**config.mk**
```make
export PLATFORM = sky130hd
export DESIGN_NAME = plc_clock_ctrl
export DESIGN_NICKNAME = d
export VERILOG_FILES = /design/src/inc/plc_pkg.sv /design/src/core/plc_wait_counter.sv /design/src/core/plc_clock_ctrl.sv
export SDC_FILE = /design/constraint.sdc
export NUM_CORES = 1
export LEC_CHECK = 0
export ABC_AREA = 1
export BUFFER_PORTS_ARGS = -buffer_cell sky130_fd_sc_hd__buf_2
export CELL_PAD_IN_SITES_DETAIL_PLACEMENT = 0
export CELL_PAD_IN_SITES_GLOBAL_PLACEMENT = 1
export CORE_AREA = 2 2 113 115
export CTS_BUF_LIST = sky130_fd_sc_hd__clkbuf_4
export DETAILED_ROUTE_END_ITERATION = 10
export DIE_AREA = 0 0 115 117
export PLACE_DENSITY_LB_ADDON = 0.1
export SLEW_MARGIN = 20
export SYNTH_ARGS = -nofsm -noshare
export SYNTH_HDL_FRONTEND = slang
export SYNTH_HIERARCHICAL = 1
export SYNTH_SLANG_ARGS = --single-unit
```
**constraint.sdc**
```tcl
create_clock -name clk_i -period 5.15 [get_ports clk_i]
set_input_delay 1.545 -clock clk_i [delete_from_list [all_inputs] [get_ports clk_i]]
set_output_delay 1.545 -clock clk_i [all_outputs]
set_load 0.05 [all_outputs]
```
**src/inc/plc_pkg.sv**
```systemverilog
// Package: register map, field positions, reset values and wait counts
`default_nettype none
package plc_pkg;
    // Register byte addresses on the Wishbone bus
    localparam logic [31:0] ADR_MODE_SEL = 32'hFFFF_F820;
    localparam logic [31:0] ADR_LOCK = 32'hFFFF_F824;
    localparam logic [31:0] ADR_CONTROL = 32'hFFFF_F828;
    localparam logic [31:0] ADR_LOCKUP = 32'hFFFF_F82C;
    localparam logic [31:0] ADR_STATUS = 32'hFFFF_F830;

    // Field positions
    localparam int LOCK_BIT = 0;
    localparam int STOP_SEL_BIT = 0;
    localparam int STANDBY_EN_BIT = 1;
    localparam int ST_MODE_LSB = 0;
    localparam int ST_TB_WAIT_BIT = 3;

    // Reset values
    localparam logic STOP_SEL_RST = 1'h0;
    localparam logic [15:0] LOCKUP_EXTRA_RST = 16'h0800;

    // Wait counts in clk_i cycles
    localparam int CNT_W = 16;
    localparam logic [15:0] TB_WAIT_CYC = 16'h0400;

    // Power save states
    typedef enum logic [2:0] {
        PLC_NORMAL,
        PLC_HALT,
        PLC_IDLE,
        PLC_STOP,
        PLC_TB_WAIT
    } plc_state_t;
endpackage
`default_nettype wire

```
**src/core/plc_wait_counter.sv**
```systemverilog
// Down counter that times one wait interval after a start pulse
`default_nettype none
module plc_wait_counter #(
    parameter int W = 16
) (
    input wire logic clk_i,
    input wire logic rst_i,
    input wire logic start_i,
    input wire logic abort_i,
    input wire logic [W-1:0] load_i,
    output logic busy_o,
    output logic done_o
);
    logic [W-1:0] cnt_r;
    logic [W-1:0] cnt_nxt;
    logic busy_r;
    logic busy_nxt;
    logic done_r;
    logic done_nxt;

    always_comb begin
        cnt_nxt = cnt_r;
        busy_nxt = busy_r;
        done_nxt = 1'b0;
        if (start_i) begin
            // A zero load still waits one cycle
            cnt_nxt = (load_i == '0) ? W'(1) : load_i;
            busy_nxt = 1'b1;
        end else if (abort_i) begin
            busy_nxt = 1'b0;
        end else if (busy_r) begin
            if (cnt_r == W'(1)) begin
                busy_nxt = 1'b0;
                done_nxt = 1'b1;
            end else begin
                cnt_nxt = cnt_r - W'(1);
            end
        end
    end

    always_ff @(posedge clk_i) begin
        if (rst_i) begin
            cnt_r <= '0;
            busy_r <= 1'b0;
            done_r <= 1'b0;
        end else begin
            cnt_r <= cnt_nxt;
            busy_r <= busy_nxt;
            done_r <= done_nxt;
        end
    end

    assign busy_o = busy_r;
    assign done_o = done_r;
endmodule // plc_wait_counter
`default_nettype wire

```
**src/core/plc_clock_ctrl.sv**
```systemverilog
// Clock generator control: lock flag, power save modes, Wishbone slave
// Functional notes
// - Lock register bit 0 shows PLL lock
// - Lock register read-only; writes ignored
// - Lock flag 0 locked, 1 unlocked
// - Standby unlock sets lock flag
// - Other unlock causes leave lock flag
// - System reset leaves lock flag alone
// - Lockup always outlasts oscillator stabilization
// - HALT stops only the CPU clock
// - HALT entered only by halt instruction
// - IDLE stops CPU and peripheral clocks
// - IDLE release needs no stabilization wait
// - IDLE or STOP chosen by mode register
// - STOP halts oscillator, PLL, every clock
// - PLL mode STOP waits time base
// - Direct mode STOP release waits time base
// - Clock enables follow mode and source
// - Select bit 0 IDLE, 1 STOP
// - Selection acts only with standby enable
//
// Design decision made here: the Wishbone register port.
`default_nettype none
module plc_clock_ctrl #(
    parameter logic [15:0] TB_WAIT = plc_pkg::TB_WAIT_CYC,
    parameter logic [15:0] LOCKUP_EXTRA = plc_pkg::LOCKUP_EXTRA_RST
) (
    input wire logic clk_i,
    input wire logic rst_i,
    input wire logic por_i,
    input wire logic [31:0] adr_i,
    input wire logic [31:0] dat_i,
    input wire logic [3:0] sel_i,
    input wire logic we_i,
    input wire logic cyc_i,
    input wire logic stb_i,
    output logic [31:0] dat_o,
    output logic ack_o,
    input wire logic pll_mode_i,
    input wire logic ext_clk_i,
    input wire logic halt_instr_i,
    input wire logic wake_i,
    output logic osc_en_o,
    output logic pll_en_o,
    output logic cpu_clk_en_o,
    output logic periph_clk_en_o
);
    localparam int LW = plc_pkg::CNT_W + 1;

    function automatic logic hit(input logic [31:0] a,
                                 input logic [31:0] r);
        hit = (a == r);
    endfunction

    // Bus state
    logic ack_r;
    logic ack_nxt;
    logic [31:0] dat_r;
    logic [31:0] dat_nxt;
    logic wr_go;
    logic wr_lane0;

    // Software registers
    logic stop_sel_r;
    logic stop_sel_nxt;
    logic [15:0] extra_r;
    logic [15:0] extra_nxt;
    logic standby_req;

    // Mode and clock enables
    plc_pkg::plc_state_t state_r;
    plc_pkg::plc_state_t state_nxt;
    logic osc_r;
    logic osc_nxt;
    logic pll_r;
    logic pll_nxt;
    logic cpu_r;
    logic cpu_nxt;
    logic per_r;
    logic per_nxt;

    // Lock tracking
    logic lock_r;
    logic lock_nxt;
    logic stop_enter;
    logic stop_leave;
    logic tb_busy;
    logic tb_done;
    logic lk_done;
    logic [LW-1:0] lk_load;
    logic [15:0] extra_eff;

    // Writes take effect on the edge at which the master sees ack, so
    // a request dropped before its answer never lands
    assign wr_go = cyc_i && stb_i && we_i && ack_r;
    assign wr_lane0 = wr_go && sel_i[0];

    always_comb begin
        ack_nxt = cyc_i && stb_i && !ack_r;
        dat_nxt = 32'h0000_0000;
        if (cyc_i && stb_i && !we_i && !ack_r) begin
            if (hit(adr_i, plc_pkg::ADR_MODE_SEL)) begin
                dat_nxt[plc_pkg::STOP_SEL_BIT] = stop_sel_r;
            end else if (hit(adr_i, plc_pkg::ADR_LOCK)) begin
                dat_nxt[plc_pkg::LOCK_BIT] = lock_r;
            end else if (hit(adr_i, plc_pkg::ADR_CONTROL)) begin
                dat_nxt[plc_pkg::STANDBY_EN_BIT] =
                    (state_r == plc_pkg::PLC_IDLE) ||
                    (state_r == plc_pkg::PLC_STOP);
            end else if (hit(adr_i, plc_pkg::ADR_LOCKUP)) begin
                dat_nxt[15:0] = extra_r;
            end else if (hit(adr_i, plc_pkg::ADR_STATUS)) begin
                dat_nxt[plc_pkg::ST_MODE_LSB +: 3] = state_r;
                dat_nxt[plc_pkg::ST_TB_WAIT_BIT] = tb_busy;
            end
        end
    end

    always_ff @(posedge clk_i) begin
        if (rst_i) begin
            ack_r <= 1'b0;
            dat_r <= 32'h0000_0000;
        end else begin
            ack_r <= ack_nxt;
            dat_r <= dat_nxt;
        end
    end

    // Only the low byte lane holds register bits, except the lockup extra count, which uses lanes 0 and 1
    always_comb begin
        stop_sel_nxt = stop_sel_r;
        extra_nxt = extra_r;
        if (wr_lane0 && hit(adr_i, plc_pkg::ADR_MODE_SEL)) begin
            stop_sel_nxt = dat_i[plc_pkg::STOP_SEL_BIT];
        end
        if (wr_go && hit(adr_i, plc_pkg::ADR_LOCKUP)) begin
            if (sel_i[0]) begin
                extra_nxt[7:0] = dat_i[7:0];
            end
            if (sel_i[1]) begin
                extra_nxt[15:8] = dat_i[15:8];
            end
        end
        // Writes to the lock register fall through untouched
    end

    always_ff @(posedge clk_i) begin
        if (rst_i) begin
            stop_sel_r <= plc_pkg::STOP_SEL_RST;
            extra_r <= LOCKUP_EXTRA;
        end else begin
            stop_sel_r <= stop_sel_nxt;
            extra_r <= extra_nxt;
        end
    end

    // Standby enable written as 1 is the only way into IDLE or STOP
    assign standby_req = wr_lane0 && hit(adr_i, plc_pkg::ADR_CONTROL) &&
                         dat_i[plc_pkg::STANDBY_EN_BIT];

    always_comb begin
        state_nxt = state_r;
        unique case (state_r)
            plc_pkg::PLC_NORMAL: begin
                if (standby_req) begin
                    state_nxt = stop_sel_r ? plc_pkg::PLC_STOP
                                           : plc_pkg::PLC_IDLE;
                end else if (halt_instr_i) begin
                    state_nxt = plc_pkg::PLC_HALT;
                end
            end
            plc_pkg::PLC_HALT: begin
                if (wake_i) begin
                    state_nxt = plc_pkg::PLC_NORMAL;
                end
            end
            plc_pkg::PLC_IDLE: begin
                if (wake_i) begin
                    state_nxt = plc_pkg::PLC_NORMAL;
                end
            end
            plc_pkg::PLC_STOP: begin
                if (wake_i) begin
                    state_nxt = plc_pkg::PLC_TB_WAIT;
                end
            end
            plc_pkg::PLC_TB_WAIT: begin
                // Execution resumes only after the time base count
                if (tb_done) begin
                    state_nxt = plc_pkg::PLC_NORMAL;
                end
            end
        endcase
    end

    // Enables follow the next state so each output is a plain flop
    always_comb begin
        osc_nxt = !ext_clk_i &&
                  (state_nxt != plc_pkg::PLC_STOP);
        pll_nxt = pll_mode_i &&
                  (state_nxt != plc_pkg::PLC_STOP);
        cpu_nxt = (state_nxt == plc_pkg::PLC_NORMAL);
        per_nxt = (state_nxt == plc_pkg::PLC_NORMAL) ||
                  (state_nxt == plc_pkg::PLC_HALT);
    end

    always_ff @(posedge clk_i) begin
        if (rst_i) begin
            state_r <= plc_pkg::PLC_NORMAL;
            osc_r <= 1'b0;
            pll_r <= 1'b0;
            cpu_r <= 1'b1;
            per_r <= 1'b1;
        end else begin
            state_r <= state_nxt;
            osc_r <= osc_nxt;
            pll_r <= pll_nxt;
            cpu_r <= cpu_nxt;
            per_r <= per_nxt;
        end
    end

    assign stop_enter = (state_r != plc_pkg::PLC_STOP) &&
                        (state_nxt == plc_pkg::PLC_STOP);
    assign stop_leave = (state_r == plc_pkg::PLC_STOP) &&
                        (state_nxt == plc_pkg::PLC_TB_WAIT);

    // Lockup spans the time base wait plus a nonzero extra, so it is
    // always the longer of the two intervals
    assign extra_eff = (extra_r == 16'h0000) ? 16'h0001 : extra_r;
    assign lk_load = LW'(TB_WAIT) + LW'(extra_eff);

    plc_wait_counter #(
        .W(plc_pkg::CNT_W)
    ) u_tb_wait (
        .clk_i(clk_i),
        .rst_i(rst_i),
        .start_i(stop_leave),
        .abort_i(1'b0),
        .load_i(TB_WAIT),
        .busy_o(tb_busy),
        .done_o(tb_done)
    );

    // Lockup timing starts on power-on and STOP release only; system reset must not
    // restart it or the flag would lie about a running PLL
    plc_wait_counter #(
        .W(LW)
    ) u_lockup (
        .clk_i(clk_i),
        .rst_i(1'b0),
        .start_i(por_i || stop_leave),
        .abort_i(stop_enter),
        .load_i(lk_load),
        .busy_o(),
        .done_o(lk_done)
    );

    // Set beats clear; only power-on and STOP entry in PLL mode raise the flag,
    // so a loss of lock from any other cause leaves it at 0
    always_comb begin
        lock_nxt = lock_r;
        if (lk_done) begin
            lock_nxt = 1'b0;
        end
        if (por_i || (stop_enter && pll_mode_i)) begin
            lock_nxt = 1'b1;
        end
    end

    // No system reset branch: the flag survives rst_i
    always_ff @(posedge clk_i) begin
        lock_r <= lock_nxt;
    end

    assign dat_o = dat_r;
    assign ack_o = ack_r;
    assign osc_en_o = osc_r;
    assign pll_en_o = pll_r;
    assign cpu_clk_en_o = cpu_r;
    assign periph_clk_en_o = per_r;
endmodule // plc_clock_ctrl
`default_nettype wire

```
==> flow_summary.json <==
{
  "max_freq_ghz": 0.299,
  "register_area_um2": 1580,
  "synth_top_flop_cell": "dfxtp_1",
  "ant_nets": 0,
  "syn_avg_cell_area_um2": 6.28,
  "vias": 4946,
  "syn_inst": 795,
  "cts_buffer_depth": 2,
  "rsz0062_at_grt": "no",
  "setup_violations": 0,
  "drtIter0Drc": 266,
  "r2r_cells": 11,
  "port_buffers": 80,
  "clkTransAtPathRegs_ns": 0.15,
  "worstPathMaxFanout": 17,
  "cts-root-buf": "clkbuf_4",
  "initial_core_util": 0.405,
  "period_share": 0.650,
  "p_total_mw": 1.23,
  "rows": 41,
  "yosysWarnings": 6,
  "synth.distinct_cells": 43,
  "wire_per_inst_um": 12.2,
  "worst_ep_arrival_time_ns": 3.75,
  "cts_tree": "built",
  "ctsHtreeMaxLevel": 3,
  "end_kind": "register",
  "preCtsSetupSlack_ns": 1.29,
  "synth-seq-cells": 79,
  "drc_errors": 0,
  "die_area_um2": 13500,
  "die_y_um": 117,
  "powerDensity_nw_per_um2": 219,
  "grt_util_all_layers": 0.203,
  "fin_util": 0.456,
  "hold_depth": 2,
  "antenna_found_initial": 0,
  "dp_hpwl_um": 9740,
  "leakage_nw": 2.70,
  "run_status": "complete, no violations",
  "setup_slack_ns": 1.80,
  "skew_ns": 0.0168,
  "critPathRequiredTime_ns": 5.55,
  "relSlewSlack": 0.506,
  "min_period_ns": 3.35,
  "antenna_cells": 0,
  "cts_hold_buf": 0,
  "critical_path_class": "input pin to register",
  "dp.cells": 1029,
  "final_common_cell": "nand2_1",
  "drv_cap": 0,
  "vias_per_cell": 4.73,
  "io_pins": 115,
  "finalSetupTns_ns": 0,
  "grt_pass1_vias": 4784,
  "drt-pass1-iter-count": 5,
  "ir_drop_mv": 0.184,
  "core_area_um2": 12300,
  "multi_input_area_um2": 2940,
  "fillers": 1344,
  "drv_slew": 0,
  "ys_async_sr_fraction": 0,
  "nets": 974,
  "final_hold_viol_count": 0,
  "worst_slew_pin_slew_ns": 0.740,
  "syn_area_um2": 4990,
  "clock_latency_ns": 0.46,
  "place_congestion": 0.873,
  "synth_edf_count": 0,
  "clock-sinks": 79,
  "start_kind": "input pin",
  "area_delta_synth_final_pct": 12.6,
  "die_w_um": 115,
  "drive_gt1_frac": 0.182,
  "post_cts.resized_instances": 0,
  "grt_max_degree": 24,
  "final_cell_count_no_fill": 1045,
  "grt_remaining_overflow": 0,
  "grt_pass1_wl_um": 21800,
  "layout_common_cells": "nand2_1 (188), nor2_1 (137), inv_1 (94)",
  "wl_um": 12700,
  "post_cts_buffers": 0,
  "holdCritPathClass": "register to register",
  "ys_seq_area_frac": 0.317,
  "cts_buffers": 9
}
## cell type report
| class | count | share of cell area |
|---|---|---|
| clock inverter | 7 | 0.0109 |
| timing repair buffer | 81 | 0.0726 |
| inverter | 97 | 0.0657 |
| clock buffer | 9 | 0.0120 |
| tap | 150 | 0.0334 |
| sequential | 79 | 0.281 |
| multi-input combinational | 622 | 0.524 |
## registers in the layout, indices dropped and copies added, names as in the netlist, 3 cells and up
signal	count
extra_r	16
dat_o	16
u_tb_wait/cnt_r	16
state_r	3
u_lockup/cnt_r	17
## Yosys cell counts (6+ instances only)
library cell | instances | area share
a21oi_1 | 40 | 0.040
buf_4 | 16 | 0.024
clkbuf_1 | 17 | 0.013
dfxtp_1 | 79 | 0.32
ha_1 | 6 | 0.015
inv_1 | 94 | 0.071
nand2_1 | 188 | 0.14
nand2_2 | 8 | 0.010
nand3_1 | 54 | 0.054
nand4_1 | 8 | 0.010
nor2_1 | 137 | 0.10
nor2_2 | 26 | 0.033
nor3_1 | 8 | 0.0080
o21ai_0 | 42 | 0.042
o21ai_1 | 10 | 0.010
o21ai_2 | 6 | 0.011
xor2_1 | 6 | 0.011
## report_power, final
part           internal [mW]  total (mW)  leakage [nW]  switching, mW
Sequential             0.626       0.642         0.641         0.0158
Clock                  0.108       0.360        0.0655          0.252
Combinational         0.0709       0.227          1.99          0.156
## stage by stage
step	instance area, µm²	hold slack [ns]
after floorplan	5160	0.453
after global placement	5490	0.466
after detailed placement	5490	0.474
after CTS	5620	0.494
after global routing	5620	0.535
final	5620	0.492
## critical path, cell delays in order
cell	delay, ns
buf_2	0.10
inv_1	0.06
nand2_1	0.06
nor2_2	0.15
nand2_1	0.09
nor2_1	0.16
nand3_1	0.09
nand2_1	0.09
nand2_1	0.07
a21oi_2	0.12
nand2_1	0.08
nor2_1	0.26
nor2_1	0.15
nand2_4	0.14
nand2_4	0.17
inv_2	0.24
nor2_1	0.07
nor2_1	0.12
## worst paths after layout
kind,from,endpoint,slack [ns]
min reg2reg,u_tb_wait/cnt_r[15],u_tb_wait/cnt_r[15],0.49
max reg2reg,state_r[0],u_lockup/cnt_r[4],2.37
min,u_tb_wait/cnt_r[15],u_tb_wait/cnt_r[15],0.49
max,adr_i[4],u_lockup/cnt_r[4],1.80
## kinds of logic (layout without fill, tap and decap cells)
kind of cell               count (synthesis)  in the layout  share of synthesized area
other                                      2             46                    0.00150
adders and majority gates                  6              6                     0.0150
and+or+nand+nor                          455            455                      0.408
DFF                                       79             79                      0.317
buffers and inverters                    138            194                      0.126
xor gates and xnor gates                   6              6                     0.0105
AOI/OAI and AO/OA                        109            109                      0.121
## metal layers
| metal | vias up | track usage | wire, µm |
|---|---|---|---|
| met1 | 2207 | 0.241 | 5650 |
| li1 | 2625 | - | - |
| met2 | 89 | 0.361 | 6150 |
| met5 | - | 0 | 0 |
| met3 | 25 | 0.0417 | 547 |
| met4 | 0 | 0.0779 | 351 |
Note: power is estimated with default switching activity, not from simulation.
